<file path="src/rtl/osdft_defs.svh">
// constants of the on-screen display frame timing and output block
// Function
// - vertical start: 64 steps of four lines
// - vertical start nonzero, reset default 4
// - horizontal start: 32 steps of five dots
// - horizontal start nonzero, reset default 5
// - display runs only with enable bit 7
// - edge decoration only while bit 6 set
// - bit 5 selects shadow, else border
// - border four sides, shadow right and bottom
// - bit 0 picks blanking: chars only or windows
// - half-tone equals window waveform, windows only
// - colour pins are character OR window colour
// - line start: 47 dots, pulse, plus offset
// - frame start: one line plus offset
// - dot clock is 320 times line rate
// - 240 displayed dots per line unless the line flyback comes first
// - double width shows even columns doubled
// - code 00 blank, code 7F full
// - double height doubles row height
// - window 0 wins overlaps, inverted windows hidden
`ifndef OSDFT_DEFS_SVH
`define OSDFT_DEFS_SVH

// ****************************************************************
// register columns of row 10 and reset values
// ****************************************************************
`define OSDFT_COL_VERT 5'h09
`define OSDFT_COL_HORIZ 5'h0A
`define OSDFT_COL_HEIGHT 5'h0B
`define OSDFT_COL_CTRL 5'h0C
`define OSDFT_VERT_RST 8'h04
`define OSDFT_HORIZ_RST 8'h05
`define OSDFT_HEIGHT_RST 8'h10
`define OSDFT_CTRL_RST 8'h00
`define OSDFT_VERT_FIELD 5:0
`define OSDFT_HORIZ_FIELD 4:0
`define OSDFT_HEIGHT_FIELD 5:0
`define OSDFT_BIT_ENABLE 7
`define OSDFT_BIT_EDGE 6
`define OSDFT_BIT_SHADOW 5
`define OSDFT_BIT_FBMODE 0

// ****************************************************************
// frame timing
// ****************************************************************
`define OSDFT_H_FIXED 10'h02F
`define OSDFT_PHASE_PULSE 10'h004
`define OSDFT_V_FIXED 10'h001
`define OSDFT_DOT_LAST 10'h13F
`define OSDFT_DOT_MAX 10'h3FF
`define OSDFT_DISP_LAST 8'hEF
`define OSDFT_CELL_LAST 5'h09
`define OSDFT_CELL_LAST_DW 5'h13
`define OSDFT_FONT_STEP 8'h10
`define OSDFT_ROW_LAST 4'h9
`define OSDFT_DOT_IDX_LAST 4'h9
`define OSDFT_CODE_BLANK 7'h00
`define OSDFT_CODE_FULL 7'h7F

`endif

</file>
<file path="src/rtl/osdft_pkg.sv">
// types shared by the frame timing and output block
package osdft_pkg;
    typedef enum logic [3:0] {
        OSDFT_V_IDLE = 4'h1,
        OSDFT_V_WAIT = 4'h2,
        OSDFT_V_ROWS = 4'h4,
        OSDFT_V_DONE = 4'h8
    } osdft_vstate_t;

    // one background window, bounds in memory rows and columns
    typedef struct packed {
        logic enable;
        logic [3:0] rowStart;
        logic [3:0] rowEnd;
        logic [4:0] colStart;
        logic [4:0] colEnd;
        logic [2:0] rgb;
    } osdft_win_t;

    // font lines around the current one, bit 0 is the leftmost dot
    typedef struct packed {
        logic [9:0] above;
        logic [9:0] cur;
        logic [9:0] below;
    } osdft_font_t;
endpackage : osdft_pkg

</file>
<file path="src/rtl/osdft_frame_timing.sv">
// frame timing, font scaling and video output of the display generator
`timescale 1ns/100ps
`include "osdft_defs.svh"
module osdft_frame_timing (
    input wire logic core_clk,
    input wire logic sys_rst,
    input wire logic regWrite,
    input wire logic [4:0] regColumn,
    input wire logic [7:0] regData,
    input wire logic horizontalFlybackInput,
    input wire logic verticalFlybackInput,
    output logic [3:0] charRow,
    output logic [4:0] charColumn,
    input wire logic [6:0] charCode,
    input wire logic [2:0] charRgb,
    input wire logic rowDoubleHeightBit,
    input wire logic rowDoubleWidthBit,
    output logic [3:0] fontLine,
    input osdft_pkg::osdft_font_t fontBits,
    input osdft_pkg::osdft_win_t [2:0] winCfg,
    output logic [2:0] rgbOut,
    output logic fastBlankingOutput,
    output logic halfToneOutput,
    output logic dotLocked
);
    import osdft_pkg::*;

    // ****************************************************************
    // frame control registers
    // ****************************************************************
    logic [7:0] vertReg, next_vertReg;
    logic [7:0] horizReg, next_horizReg;
    logic [7:0] heightReg, next_heightReg;
    logic [7:0] ctrlReg, next_ctrlReg;
    logic [5:0] verticalStartOffset;
    logic [4:0] horizontalStartOffset;
    logic [5:0] characterHeightValue;
    logic displayEnableBit;
    logic edgeDecorationEnable;
    logic shadowSelect;
    logic blankingModeSelect;

    // a zero offset write is dropped so the position can never be zero
    always_comb
    begin
        next_vertReg = vertReg;
        next_horizReg = horizReg;
        next_heightReg = heightReg;
        next_ctrlReg = ctrlReg;
        if (regWrite)
        begin
            case (regColumn)
                `OSDFT_COL_VERT:
                    if (regData[`OSDFT_VERT_FIELD] != 6'h00) next_vertReg = regData;
                `OSDFT_COL_HORIZ:
                    if (regData[`OSDFT_HORIZ_FIELD] != 5'h00) next_horizReg = regData;
                `OSDFT_COL_HEIGHT: next_heightReg = regData;
                `OSDFT_COL_CTRL: next_ctrlReg = regData;
                default: next_ctrlReg = ctrlReg;
            endcase
        end
    end

    always_ff @(posedge core_clk)
    begin
        if (sys_rst)
        begin
            vertReg <= `OSDFT_VERT_RST;
            horizReg <= `OSDFT_HORIZ_RST;
            heightReg <= `OSDFT_HEIGHT_RST;
            ctrlReg <= `OSDFT_CTRL_RST;
        end
        else
        begin
            vertReg <= next_vertReg;
            horizReg <= next_horizReg;
            heightReg <= next_heightReg;
            ctrlReg <= next_ctrlReg;
        end
    end

    assign verticalStartOffset = vertReg[`OSDFT_VERT_FIELD];
    assign horizontalStartOffset = horizReg[`OSDFT_HORIZ_FIELD];
    assign characterHeightValue = heightReg[`OSDFT_HEIGHT_FIELD];
    assign displayEnableBit = ctrlReg[`OSDFT_BIT_ENABLE];
    assign edgeDecorationEnable = ctrlReg[`OSDFT_BIT_EDGE];
    assign shadowSelect = ctrlReg[`OSDFT_BIT_SHADOW];
    assign blankingModeSelect = ctrlReg[`OSDFT_BIT_FBMODE];

    // ****************************************************************
    // horizontal timing, one core clock per dot
    // ****************************************************************
    logic hfPrev, next_hfPrev;
    logic [9:0] dotCnt, next_dotCnt;
    logic next_dotLocked;
    logic hActive, next_hActive;
    logic [7:0] pixCnt, next_pixCnt;
    logic [4:0] cellCnt, next_cellCnt;
    logic [4:0] dotInCell, next_dotInCell;
    logic rowDw, next_rowDw;
    logic hEdge;
    logic lineGo;
    logic [9:0] hStart;
    logic [4:0] cellLast;

    assign hEdge = horizontalFlybackInput & ~hfPrev;
    assign hStart = `OSDFT_H_FIXED + `OSDFT_PHASE_PULSE
        + {3'h0, horizontalStartOffset, 2'h0} + {5'h00, horizontalStartOffset};
    assign lineGo = (dotCnt == hStart) & ~hEdge;
    assign cellLast = rowDw ? `OSDFT_CELL_LAST_DW : `OSDFT_CELL_LAST;

    always_comb
    begin
        next_hfPrev = horizontalFlybackInput;
        next_dotCnt = (dotCnt == `OSDFT_DOT_MAX) ? dotCnt : dotCnt + 10'h001;
        next_dotLocked = dotLocked;
        next_hActive = hActive;
        next_pixCnt = pixCnt;
        next_cellCnt = cellCnt;
        next_dotInCell = dotInCell;
        if (hEdge)
        begin
            next_dotCnt = 10'h000;
            // lock holds while each line spans exactly 320 dot clocks
            next_dotLocked = (dotCnt == `OSDFT_DOT_LAST);
            next_hActive = 1'b0;
        end
        else if (lineGo)
        begin
            next_hActive = 1'b1;
            next_pixCnt = 8'h00;
            next_cellCnt = 5'h00;
            next_dotInCell = 5'h00;
        end
        else if (hActive)
        begin
            next_pixCnt = pixCnt + 8'h01;
            if (pixCnt == `OSDFT_DISP_LAST) next_hActive = 1'b0;
            if (dotInCell == cellLast)
            begin
                next_dotInCell = 5'h00;
                next_cellCnt = cellCnt + 5'h01;
            end
            else
            begin
                next_dotInCell = dotInCell + 5'h01;
            end
        end
    end

    always_ff @(posedge core_clk)
    begin
        if (sys_rst)
        begin
            hfPrev <= 1'b0;
            dotCnt <= 10'h000;
            dotLocked <= 1'b0;
            hActive <= 1'b0;
            pixCnt <= 8'h00;
            cellCnt <= 5'h00;
            dotInCell <= 5'h00;
        end
        else
        begin
            hfPrev <= next_hfPrev;
            dotCnt <= next_dotCnt;
            dotLocked <= next_dotLocked;
            hActive <= next_hActive;
            pixCnt <= next_pixCnt;
            cellCnt <= next_cellCnt;
            dotInCell <= next_dotInCell;
        end
    end

    // on double width rows even memory columns only, each cell spans twenty dots
    assign charColumn = rowDw ? {cellCnt[3:0], 1'b0} : cellCnt;

    // ****************************************************************
    // vertical timing and font line scaling
    // ****************************************************************
    osdft_vstate_t vState, next_vState;
    logic vfPrev, next_vfPrev;
    logic [9:0] lineCnt, next_lineCnt;
    logic [3:0] memRow, next_memRow;
    logic [6:0] rowLine, next_rowLine;
    logic [6:0] fontAcc, next_fontAcc;
    logic [3:0] fontLineReg, next_fontLineReg;
    logic rowDh, next_rowDh;
    logic vEdge;
    logic inRows;
    logic [9:0] vStartLine;
    logic [6:0] rowH;
    logic [7:0] accSum;
    logic [7:0] accDiff;

    assign vEdge = verticalFlybackInput & ~vfPrev;
    assign vStartLine = `OSDFT_V_FIXED + {2'h0, verticalStartOffset, 2'h0};
    assign rowH = rowDh ? {characterHeightValue, 1'b0}
        : {1'b0, characterHeightValue};
    assign accSum = {1'b0, fontAcc} + `OSDFT_FONT_STEP;
    assign accDiff = accSum - {1'b0, rowH};
    assign inRows = (vState == OSDFT_V_ROWS);

    always_comb
    begin
        next_vfPrev = verticalFlybackInput;
        next_vState = vState;
        next_lineCnt = lineCnt;
        next_memRow = memRow;
        next_rowLine = rowLine;
        next_fontAcc = fontAcc;
        next_fontLineReg = fontLineReg;
        next_rowDh = rowDh;
        next_rowDw = rowDw;
        // row format is sampled once the row address has settled
        if (lineGo)
        begin
            next_rowDh = rowDoubleHeightBit;
            next_rowDw = rowDoubleWidthBit;
        end
        if (vEdge)
        begin
            next_vState = OSDFT_V_WAIT;
            next_lineCnt = 10'h000;
            next_memRow = 4'h0;
        end
        else if (hEdge)
        begin
            next_lineCnt = lineCnt + 10'h001;
            case (vState)
                OSDFT_V_WAIT:
                    if (lineCnt + 10'h001 == vStartLine)
                    begin
                        next_vState = OSDFT_V_ROWS;
                        next_memRow = 4'h0;
                        next_rowLine = 7'h00;
                        next_fontAcc = 7'h00;
                        next_fontLineReg = 4'h0;
                    end
                OSDFT_V_ROWS:
                begin
                    // step the font line whenever the sum of sixteen per scan line reaches the row height
                    if (accSum >= {1'b0, rowH})
                    begin
                        next_fontAcc = accDiff[6:0];
                        next_fontLineReg = fontLineReg + 4'h1;
                    end
                    else
                    begin
                        next_fontAcc = accSum[6:0];
                    end
                    next_rowLine = rowLine + 7'h01;
                    if (rowLine + 7'h01 >= rowH)
                    begin
                        next_rowLine = 7'h00;
                        next_fontAcc = 7'h00;
                        next_fontLineReg = 4'h0;
                        next_memRow = memRow + 4'h1;
                        // rows past the last are never drawn, even if the frame is long
                        if (memRow == `OSDFT_ROW_LAST) next_vState = OSDFT_V_DONE;
                    end
                end
                OSDFT_V_IDLE: next_vState = OSDFT_V_IDLE;
                OSDFT_V_DONE: next_vState = OSDFT_V_DONE;
                default: next_vState = OSDFT_V_IDLE;
            endcase
        end
    end

    always_ff @(posedge core_clk)
    begin
        if (sys_rst)
        begin
            vfPrev <= 1'b0;
            vState <= OSDFT_V_IDLE;
            lineCnt <= 10'h000;
            memRow <= 4'h0;
            rowLine <= 7'h00;
            fontAcc <= 7'h00;
            fontLineReg <= 4'h0;
            rowDh <= 1'b0;
            rowDw <= 1'b0;
        end
        else
        begin
            vfPrev <= next_vfPrev;
            vState <= next_vState;
            lineCnt <= next_lineCnt;
            memRow <= next_memRow;
            rowLine <= next_rowLine;
            fontAcc <= next_fontAcc;
            fontLineReg <= next_fontLineReg;
            rowDh <= next_rowDh;
            rowDw <= next_rowDw;
        end
    end

    assign charRow = memRow;
    assign fontLine = fontLineReg;

    // ****************************************************************
    // dot pattern, decoration, windows and pin drive
    // ****************************************************************
    logic [9:0] fa, fc, fb;
    logic [3:0] dotIdx;
    logic dotLit, leftLit, rightLit, upLit, downLit;
    logic edgeDot, charArea, inDisp;
    logic [2:0] winHit;
    logic winAny;
    logic [2:0] winRgb;
    logic [2:0] next_rgbOut;
    logic next_fastBlank, next_halfTone;

    always_comb
    begin
        fa = fontBits.above;
        fc = fontBits.cur;
        fb = fontBits.below;
        if (charCode == `OSDFT_CODE_BLANK)
        begin
            fa = 10'h000;
            fc = 10'h000;
            fb = 10'h000;
        end
        else if (charCode == `OSDFT_CODE_FULL)
        begin
            fa = 10'h3FF;
            fc = 10'h3FF;
            fb = 10'h3FF;
        end
    end

    assign dotIdx = rowDw ? dotInCell[4:1] : dotInCell[3:0];
    assign dotLit = fc[dotIdx];
    assign leftLit = (dotIdx != 4'h0) && fc[dotIdx - 4'h1];
    assign rightLit = (dotIdx != `OSDFT_DOT_IDX_LAST) && fc[dotIdx + 4'h1];
    assign upLit = fa[dotIdx];
    assign downLit = fb[dotIdx];
    // shadow marks dots right of or below a lit dot; border marks all four
    assign edgeDot = ~dotLit & edgeDecorationEnable & (shadowSelect
        ? (leftLit | upLit) : (leftLit | rightLit | upLit | downLit));
    assign charArea = dotLit | edgeDot;
    assign inDisp = displayEnableBit & hActive & inRows;

    genvar gi;
    generate
        for (gi = 0; gi < 3; gi++)
        begin : gWin
            assign winHit[gi] = winCfg[gi].enable
                && winCfg[gi].rowStart <= winCfg[gi].rowEnd
                && winCfg[gi].colStart <= winCfg[gi].colEnd
                && memRow >= winCfg[gi].rowStart && memRow <= winCfg[gi].rowEnd
                && charColumn >= winCfg[gi].colStart && charColumn <= winCfg[gi].colEnd;
        end
    endgenerate

    assign winAny = |winHit;
    assign winRgb = winHit[0] ? winCfg[0].rgb
        : winHit[1] ? winCfg[1].rgb
        : winHit[2] ? winCfg[2].rgb : 3'h0;

    always_comb
    begin
        next_rgbOut = 3'h0;
        next_fastBlank = 1'b0;
        next_halfTone = 1'b0;
        if (inDisp)
        begin
            // decoration dots are black, so they add nothing to the colour
            next_rgbOut = (dotLit ? charRgb : 3'h0) | winRgb;
            next_halfTone = winAny;
            next_fastBlank = charArea | (~blankingModeSelect & winAny);
        end
    end

    always_ff @(posedge core_clk)
    begin
        if (sys_rst)
        begin
            rgbOut <= 3'h0;
            fastBlankingOutput <= 1'b0;
            halfToneOutput <= 1'b0;
        end
        else
        begin
            rgbOut <= next_rgbOut;
            fastBlankingOutput <= next_fastBlank;
            halfToneOutput <= next_halfTone;
        end
    end
endmodule : osdft_frame_timing

</file>
<file path="config.mk">
export PLATFORM = sky130hd
export DESIGN_NAME = osdft_frame_timing
export DESIGN_NICKNAME = d
export VERILOG_FILES = /design/src/rtl/osdft_pkg.sv /design/src/rtl/osdft_frame_timing.sv
export VERILOG_INCLUDE_DIRS = /design/src /design/src/rtl
export SDC_FILE = /design/constraint.sdc
export NUM_CORES = 1
export LEC_CHECK = 0
export ABC_AREA = 1
export BUFFER_PORTS_ARGS = -buffer_cell sky130_fd_sc_hd__buf_2
export CAP_MARGIN = 15
export CORE_UTILIZATION = 55
export DETAILED_ROUTE_END_ITERATION = 7
export GPL_TIMING_DRIVEN = 0
export PLACE_DENSITY = 0.87
export SYNTH_ARGS = -nofsm -noshare
export SYNTH_HDL_FRONTEND = slang
export SYNTH_SLANG_ARGS = --single-unit
export TNS_END_PERCENT = 30
</file>
<file path="constraint.sdc">
create_clock -name core_clk -period 6.35 [get_ports core_clk]
set_clock_uncertainty 0.1 [all_clocks]
set_input_delay 0.3175 -clock core_clk [delete_from_list [all_inputs] [get_ports core_clk]]
set_output_delay 0.3175 -clock core_clk [all_outputs]
set_load 0.05 [all_outputs]
</file>
==> results of run 1 <==
-- synth_stat cells, types with 3 or more instances --
cell / number
nand4_1: 35
a21oi_1: 105
nor4_1: 4
ha_1: 119
o21a_1: 3
nand3_1: 102
xnor2_1: 13
a211oi_1: 5
inv_1: 218
o211ai_1: 11
nand2_2: 3
clkbuf_1: 13
nor3_1: 17
o21ai_0: 77
nor2_1: 110
o21ai_1: 5
nand3b_1: 6
a31oi_1: 3
buf_2: 3
buf_4: 6
o311ai_0: 7
xor2_1: 24
nor3b_1: 4
or2_2: 5
dfxtp_1: 96
nand2_1: 255
o21bai_1: 3
-- path summary, 6_finish.rpt --
path	to	slack, ns	cells after the start
hold reg to reg	cellCnt[3]	0.37	2
hold / removal	rgbOut[0]	0.11	3
setup / recovery	fontAcc[4]	3.03	14
setup reg to reg	fontAcc[4]	3.03	14
-- kinds of logic after synthesis --
kind of cell    count (synthesis)  share of synthesized area
flops                          96                     0.2257
simple gates                  556                     0.2920
fa+ha+maj                     121                     0.1796
compound gates                232                     0.1525
xor+xnor                       37                    0.03806
buf+inv                       244                     0.1121
-- stage by stage --
step / utilization / setup WS (ns) / instances / total power, mW / cell area (um^2)
2_1_floorplan: - / 2.629 / 1286 / 0.7845 / 8514
3_3_place_gp: 0.6249 / 3.085 / 1617 / 0.8619 / 9465
3_5_place_dp: 0.6249 / 2.909 / 1617 / 0.8717 / 9465
4_1_cts: 0.6425 / 2.890 / 1631 / 1.373 / 9732
5_1_grt: 0.6432 / 2.655 / 1633 / 1.436 / 9742
6_report: 0.6432 / 3.031 / 1633 / 1.372 / 9742
-- sequential cells by signal, summed over array words and instances, names as in the netlist --
name,cells
rgbOut,3
vertReg,6
dotLocked,1
hfPrev,1
horizReg,5
fontAcc,7
rowDw,1
vfPrev,1
cellCnt,5
charRow,4
lineCnt,10
vState,4
rowDh,1
hActive,1
ctrlReg,4
fastBlankingOutput,1
halfToneOutput,1
fontLine,4
rowLine,7
pixCnt,8
dotCnt,10
dotInCell,5
heightReg,6
-- routing by layer --
layer  vias to the layer above  wire length (um)  GRT usage
met5                         -                 0          0
met4                         0               467    0.09780
met3                        43              1260    0.03754
met2                       305             10240     0.4703
met1                      4054              9678     0.3382
li1                       4579                 -          -
-- tightest hold or removal path, delay by kind of cell --
family,cells,cell delay [ns]
buffers and inverters,1,0.10
and+or+nand+nor,1,0.05
AOI/OAI and AO/OA,1,0.05
-- power by group through the flow --
stage | registers [mW] | clock network [mW] | logic [mW]
after floorplan | 0.634 | 0 | 0.150
after global placement | 0.634 | 0 | 0.228
after detailed placement | 0.634 | 0 | 0.237
after CTS | 0.620 | 0.514 | 0.239
after global routing | 0.622 | 0.542 | 0.272
final | 0.621 | 0.512 | 0.240
-- layout by cell type, fill, tap and decap left out, types with 3 or more instances in the layout --
cell	netlist	routed
a211oi_1	5	5
a21oi_1	105	105
a31oi_1	3	3
buf_2	3	147
buf_4	6	6
clkbuf_1	13	13
clkbuf_16	0	9
dfxtp_1	96	96
ha_1	119	119
inv_1	218	218
inv_6	0	3
nand2_1	255	255
nand2_2	3	3
nand3_1	102	102
nand3b_1	6	6
nand4_1	35	35
nor2_1	110	110
nor3_1	17	17
nor3b_1	4	4
nor4_1	4	4
o211ai_1	11	11
o21a_1	3	3
o21ai_0	77	77
o21ai_1	5	5
o21bai_1	3	3
o311ai_0	7	7
or2_2	5	5
xnor2_1	13	13
xor2_1	24	24
-- layout make-up --
class / count / area (um^2) / share of cell area
clock buffer: 9 / 225.2 / 0.02312
multi-input combinational: 946 / 5638 / 0.5787
sequential: 96 / 1922 / 0.1973
clock inverter: 5 / 41.29 / 0.004238
timing repair buffer: 145 / 725.7 / 0.07449
buffer: 23 / 120.1 / 0.01233
inverter: 221 / 834.6 / 0.08567
tap: 188 / 235.2 / 0.02415
==> qor.yml, run 1 <==
status: "finished clean"
io_pins: 145
ys_types: 52
grt_pass1_vias: 8146
slowest_delay_ns: 0.43
cts_resized: 0
dieHeight_um: 126.4
grt-ovfl-total: 0
post-route-period-util: 0.5227
ant_nets: 0
crit_family: "simple AND/OR/NAND/NOR gates"
p_leak_nw: 5.041
p_seq_frac: 0.452
tritoncts: "built"
crit_path_start_kind: "register"
setup_viol: 0
syn_area_per_cell_um2: 6.621
diodes: 0
cp-end-kind: "register"
clkPwrFrac: 0.373
criticalPathCategory: "reg2reg"
ys_async_sr_fraction: 0
synthCells: 1286
htreeDepth: 3
antenna_found_initial: 0
drt-pass1-iter-count: 5
power.internal_mw: 0.9762
areaGrowthSynthToFinish_pct: 14.42
yosysTopAreaCellShare: 0.2257
synth_edf_count: 0
worstPathCellList: "ha_1 > nand3_1 > nand3b_1 > xor2_1 > ha_1 > a21oi_1 > o21ai_0 > a21oi_1 > nand2_1 > nor2_2 > inv_1 > a211oi_1 > o21ai_0 > a21oi_1"
ys_seq_elements: 96
tightestPinTransition_ns: 1.135
clockBufferDepth: 2
r2r-start: "rowLine[0]"
ys.flop_type: "dfxtp_1"
root_buffer: "clkbuf_16"
post_cts.repair.setup_buffers: 0
postCtsHoldBufs: 0
switchingPower_mw: 0.3961
gr-usage-all-layers: 0.2696
grt_max_degree: 17
dr.first_iter.drc_count: 592
viasPerCell: 5.500
min_path_type: "in2reg"
cts_made_buffers: 9
p_sw_frac: 0.2886
start_util: 0.5622
grt_pass1_wl_um: 35680
cts.sinks: 96
slowest_stage: "dfxtp_1"
rows: 45
clkLatencyLatePin_ns: 0.35
hpwl_um: 17250
die_area_um2: 15980
max_freq_mhz: 301.3
synth.area.top_cells: "dfxtp_1 23%, ha_1 17%, nand2_1 11%"
cap_violations: 0
syn-num-nets: 1533
hold_violations: 0
relSlewSlack: 0.2351
clk_pin_slew_worst_paths_ns: 0.07
worstPathRequired_ns: 6.53
crit_start: "rowLine[0]"
routabilityCongestion: 0.9543
die_w_um: 126.4
crit_buf_inv: 1
critical_path_arrival_ns: 3.50
drv_slew: 0
hp-start: "charRgb[0]"
drc_errors: 0
layout.nets: 1689
layout-drive-gt1-share: 0.1363
wire_per_inst_um: 13.26
synth-seq-area-share: 0.2257
comb_power_share: 0.175
whs_ns: 0.1147
fillers: 1355
power_density_nw_per_um2: 140.9
post-route-min-period_ns: 3.319
vias: 8981
ir_worst_vdd_mv: 0.1158
wl_um: 21650
rsz0062_at_grt: "no"
crit_path_frequent_cell: "a21oi_1"
synth_area_um2: 8514
critPathMaxFanout: 10
core_um2: 15150
synth_top_area_cell: "dfxtp_1"
ys_warn_count: 0
setup_tns_ns: 0
numPortBuffers: 143
Note: power is estimated with default switching activity, not from simulation.
==> run 2, diff against run 1 <==
==> constraint.sdc (replaced) <==
create_clock -name core_clk -period 3.3 [get_ports core_clk]
set_clock_uncertainty 0.1 [all_clocks]
set_input_delay 0.165 -clock core_clk [delete_from_list [all_inputs] [get_ports core_clk]]
set_output_delay 0.165 -clock core_clk [all_outputs]
set_load 0.05 [all_outputs]
==> run 2 against run 1 <==
Effect of this change:
- die area stayed put
- via count is 0.36% higher
- clock power is 120% higher
- worst hold slack worse by 0.10 ns
- critical path depth stayed put
- sequential power is 92% higher
- utilization is 0.93 points higher
- routed wire length is 2.2% higher
- non-clock buffer count is 6 higher
- sequential share of layout area is 0.27 points lower
- highest routed layer unchanged
==> qor.yml, run 2 (synthesis results as in run 1) <==
status: "finished clean"
grt_pass1_vias: 8278
ant_nets: 0
tritoncts: "built"
final_common_cell: "nand2_1"
grt-ovfl-total: 0
fin_area_um2: 9883
diodes: 0
core_um2: 15150
drc_errors: 0
antenna_found_initial: 0
instances_no_fill: 1641
crit_family: "compound AO/OA/AOI/OAI gates"
htreeDepth: 3
rows: 45
start_util: 0.5622
wire_per_inst_um: 13.48
worstPathCellList: "ha_1 > nand3_1 > nand3b_1 > xor2_1 > ha_1 > a21oi_1 > o21ai_0 > a21oi_1 > nand2_1 > nor2_4 > inv_1 > a211oi_1 > o21ai_0 > a21oi_1"
viasPerCell: 5.492
rsz0062_at_grt: "no"
routabilityCongestion: 0.9463
layout-drive-gt1-share: 0.1397
final_cell_mix: "255 x nand2_1, 217 x inv_1, 146 x buf_2, 119 x ha_1, 109 x nor2_1"
post-route-period-util: 0.9089
grt_pass1_wl_um: 36690
io_pins: 145
dieHeight_um: 126.4
totalPowerFinal_mw: 2.805
vias: 9013
clkLatencyLatePin_ns: 0.35
post-route-min-period_ns: 2.999
crit_buf_inv: 1
clk_pin_slew_worst_paths_ns: 0.07
cts_made_buffers: 9
whs_ns: 0.01010
layout.nets: 1695
largest_registers: "dotCnt x10, lineCnt x10, pixCnt x8"
dr.first_iter.drc_count: 682
power_density_nw_per_um2: 283.8
drt-pass1-iter-count: 7
crit_path_frequent_cell: "a21oi_1"
tightestPinTransition_ns: 0.7607
critPathMaxFanout: 8
setup_tns_ns: 0
placedCellCount: 1617
grt_max_degree: 17
drv_slew: 0
clockBufferDepth: 2
relSlewSlack: 0.4865
slowest_stage: "dfxtp_2"
crit_path_start_kind: "register"
die_area_um2: 15980
setup_viol: 0
max_freq_mhz: 333.4
numPortBuffers: 143
hpwl_um: 17430
cap_violations: 0
ir_worst_vdd_mv: 0.2699
wl_um: 22120
min_path_type: "in2reg"
slowest_delay_ns: 0.39
criticalPathCategory: "reg2reg"
die_w_um: 126.4
cts.sinks: 96
root_buffer: "clkbuf_16"
gr-usage-all-layers: 0.2791
critical_path_arrival_ns: 3.18
hold_violations: 0
areaGrowthSynthToFinish_pct: 16.08
worstPathRequired_ns: 3.48
p_leak_nw: 5.093
cp-end-kind: "register"
placedInstanceArea_um2: 9465
-- run 2: worst register-to-register path, stage by stage, from the launching register on --
cell and delay (ns):
dfxtp_2 0.39, ha_1 0.21, nand3_1 0.13, nand3b_1 0.20, xor2_1 0.17, ha_1 0.33
a21oi_1 0.12, o21ai_0 0.11, a21oi_1 0.13, nand2_1 0.17, nor2_4 0.18, inv_1 0.16
a211oi_1 0.27, o21ai_0 0.13, a21oi_1 0.15
-- run 2: what timing repair did --
| action | 4_1_cts | 5_1_grt |
|---|---|---|
| pin swaps | 0 | 1 |
| endpoints found under the setup margin | 1 | 20 |
| hold endpoints to repair | 7 | 0 |
| resized for setup | 1 | 8 |
| setup buffers | 0 | 1 |
| hold buffers | 7 | 0 |
-- run 2: power by group --
part / internal [mW] / switching [mW]
logic: 0.197 / 0.276
registers: 1.18 / 0.0170
clock network: 0.667 / 0.470
-- run 2: layout make-up --
cell class	instances	area, um^2
fillers	1331	5263
inverters	221	834.6
plain buffers	23	120.1
clock buffers	10	229.0
repair buffers	151	793.3
well taps	188	235.2
multi-input cells	946	5657
flip-flops and latches	96	1923
clock inverters	6	91.34
-- run 2: worst paths after layout --
check / from / endpoint / slack (ns) / cells after the start
worst max-delay path: rowLine[0] / fontAcc[4] / 0.30 / 14
worst max register to register: rowLine[0] / fontAcc[4] / 0.30 / 14
worst min register to register: ctrlReg[6] / ctrlReg[6] / 0.36 / 2
worst min-delay path: regData[2] / heightReg[2] / 0.01 / 3
-- run 2: stage by stage --
| stage | utilization | worst slack (ns) |
|---|---|---|
| floorplan | - | 0.1596 |
| global route | 0.6525 | 0.006359 |
| global placement | 0.6249 | 0.1241 |
| detailed placement | 0.6249 | 0.01095 |
| finish | 0.6525 | 0.3008 |
| CTS | 0.6511 | 0.09981 |
-- run 2: metal layers --
metal | routed length, um | track usage | part of all wire
met2 | 10410 | 0.4943 | 0.47
met1 | 9717 | 0.3428 | 0.44
met5 | 0 | 0 | 0
met4 | 550 | 0.1049 | 0.025
met3 | 1444 | 0.03880 | 0.065
==> run 3, diff against run 2 <==
--- a/config.mk
+++ b/config.mk
@@ -13,6 +13,7 @@
 export DETAILED_ROUTE_END_ITERATION = 7
 export GPL_TIMING_DRIVEN = 0
 export PLACE_DENSITY = 0.87
+export RECOVER_POWER = 100
 export SYNTH_ARGS = -nofsm -noshare
 export SYNTH_HDL_FRONTEND = slang
 export SYNTH_SLANG_ARGS = --single-unit
==> run 3 against run 2 <==
Effect of this change:
- largest power group unchanged
- register-to-register slack lost 0.08 ns
- clock-buffer cell count is the same
- routed wire length grew 0.25%
- setup slack lost 0.083 ns
==> qor.yml, run 3 (synthesis results as in run 1) <==
dr.first_iter.drc_count: 704
antenna_found_initial: 0
drc_errors: 0
r2r-start: "rowDw"
diodes: 0
critPathMaxFanout: 10
tightestPinTransition_ns: 0.7579
routabilityCongestion: 0.9463
ant_nets: 0
slowest_stage: "o21ai_1"
final_cell_mix: "255 x nand2_1, 217 x inv_1, 128 x buf_2, 119 x ha_1, 109 x nor2_1"
whs_ns: 0.008870
core_um2: 15150
layout.nets: 1695
min_path_type: "in2reg"
instances_no_fill: 1641
start_util: 0.5622
totalPowerFinal_mw: 2.804
relSlewSlack: 0.4883
status: "finished clean"
path_depth: 12
crit_buf_inv: 2
rows: 45
post-route-period-util: 0.9341
viasPerCell: 5.505
power_density_nw_per_um2: 284.6
critical_path_arrival_ns: 3.26
clockBufferDepth: 2
rsz0062_at_grt: "no"
placedCellCount: 1617
htreeDepth: 3
io_pins: 145
drt-pass1-iter-count: 5
cts.sinks: 96
vias: 9034
crit_family: "compound AO/OA/AOI/OAI gates"
worstPathRequired_ns: 3.48
die_w_um: 126.4
grt_pass1_vias: 8278
grt_max_degree: 17
grt-ovfl-total: 0
gr-usage-all-layers: 0.2791
ir_worst_vdd_mv: 0.2699
worstPathCellList: "buf_4 > clkbuf_2 > o21ai_1 > ha_1 > nand2_1 > o311ai_0 > nand3_1 > nor2_1 > nand3_1 > o21ai_0 > nor2_1 > a21oi_1"
slowest_delay_ns: 0.61
r2r_cells: 12
cp-end-kind: "register"
crit_path_start_kind: "register"
dieHeight_um: 126.4
root_buffer: "clkbuf_16"
grt_pass1_wl_um: 36690
post-place-ws_ns: 0.01095
wire_per_inst_um: 13.51
p_leak_nw: 5.015
hpwl_um: 17430
cap_violations: 0
post-route-min-period_ns: 3.082
largest_registers: "dotCnt x10, lineCnt x10, pixCnt x8"
criticalPathCategory: "reg2reg"
max_freq_mhz: 324.4
setup_tns_ns: 0
r2r_end: "rgbOut[0]"
tritoncts: "built"
wl_um: 22180
fillers: 1340
rrSetupSlack_ns: 0.22
clkLatencyLatePin_ns: 0.35
cts_made_buffers: 9
layout_setup_ws_ns: 0.2176
cp-endpoint: "rgbOut[0]"
numPortBuffers: 143
layout-drive-gt1-share: 0.1266
hold_violations: 0
drv_slew: 0
die_area_um2: 15980
setup_viol: 0
final_common_cell: "nand2_1"
crit_start: "rowDw"
areaGrowthSynthToFinish_pct: 15.74
clk_pin_slew_worst_paths_ns: 0.07
## run 3: cell type report
class | instances | area, um^2 | share of cell area
Buffer | 23 | 113.9 | 0.01155
Clock buffer | 10 | 229.0 | 0.02324
Clock inverter | 6 | 91.34 | 0.009269
Inverter | 221 | 834.6 | 0.08469
Multi-Input combinational cell | 946 | 5657 | 0.5740
Sequential cell | 96 | 1923 | 0.1951
Tap cell | 188 | 235.2 | 0.02387
Timing Repair Buffer | 151 | 770.7 | 0.07821
## run 3: worst min-delay path by stage
stage	start	endpoint	slack, ns	cells past startpoint
after floorplan	horizontalFlybackInput	hfPrev	0.19	2
after global placement	horizontalFlybackInput	hfPrev	0.29	3
after detailed placement	horizontalFlybackInput	hfPrev	0.30	3
after CTS	regData[2]	heightReg[2]	0.001	3
after global routing	regData[1]	horizReg[1]	0.03	3
final	regData[2]	heightReg[2]	0.009	3
## run 3: per-stage QoR
| stage | area [um^2] | utilization |
|---|---|---|
| floorplan | 8514 | - |
| global placement | 9465 | 0.6249 |
| detailed placement | 9465 | 0.6249 |
| CTS | 9861 | 0.6511 |
| global route | 9854 | 0.6506 |
| finish | 9854 | 0.6506 |
## run 3: worst min-delay path, delay by kind of cell
kind | cells | cell delay (ns)
buffers and inverters | 2 | 0.14
AOI/OAI and AO/OA | 1 | 0.12
## run 3: what timing repair did
| item | CTS | global route |
|---|---|---|
| endpoints found under the hold margin | 7 | 0 |
| resized for setup | 1 | 8 |
| endpoints found under the setup margin | 1 | 20 |
| buffers inserted | 0 | 1 |
| hold buffers | 7 | 0 |
| pin swaps | 0 | 1 |
| cloned | 0 | 0 |
## run 3: where the power goes
| group | internal [mW] | switching, mW | total (mW) |
|---|---|---|---|
| clock | 0.667 | 0.471 | 1.14 |
| sequential | 1.18 | 0.0169 | 1.19 |
| combinational | 0.195 | 0.277 | 0.472 |
## run 3: metal layers
layer | track usage | wire [um] | share of wire | vias to the layer above
met4 | 0.1049 | 541 | 0.024 | 0
met3 | 0.03880 | 1580 | 0.071 | 49
li1 | - | - | - | 4593
met1 | 0.3428 | 9662 | 0.44 | 4049
met5 | 0 | 0 | 0 | -
met2 | 0.4943 | 10390 | 0.47 | 343
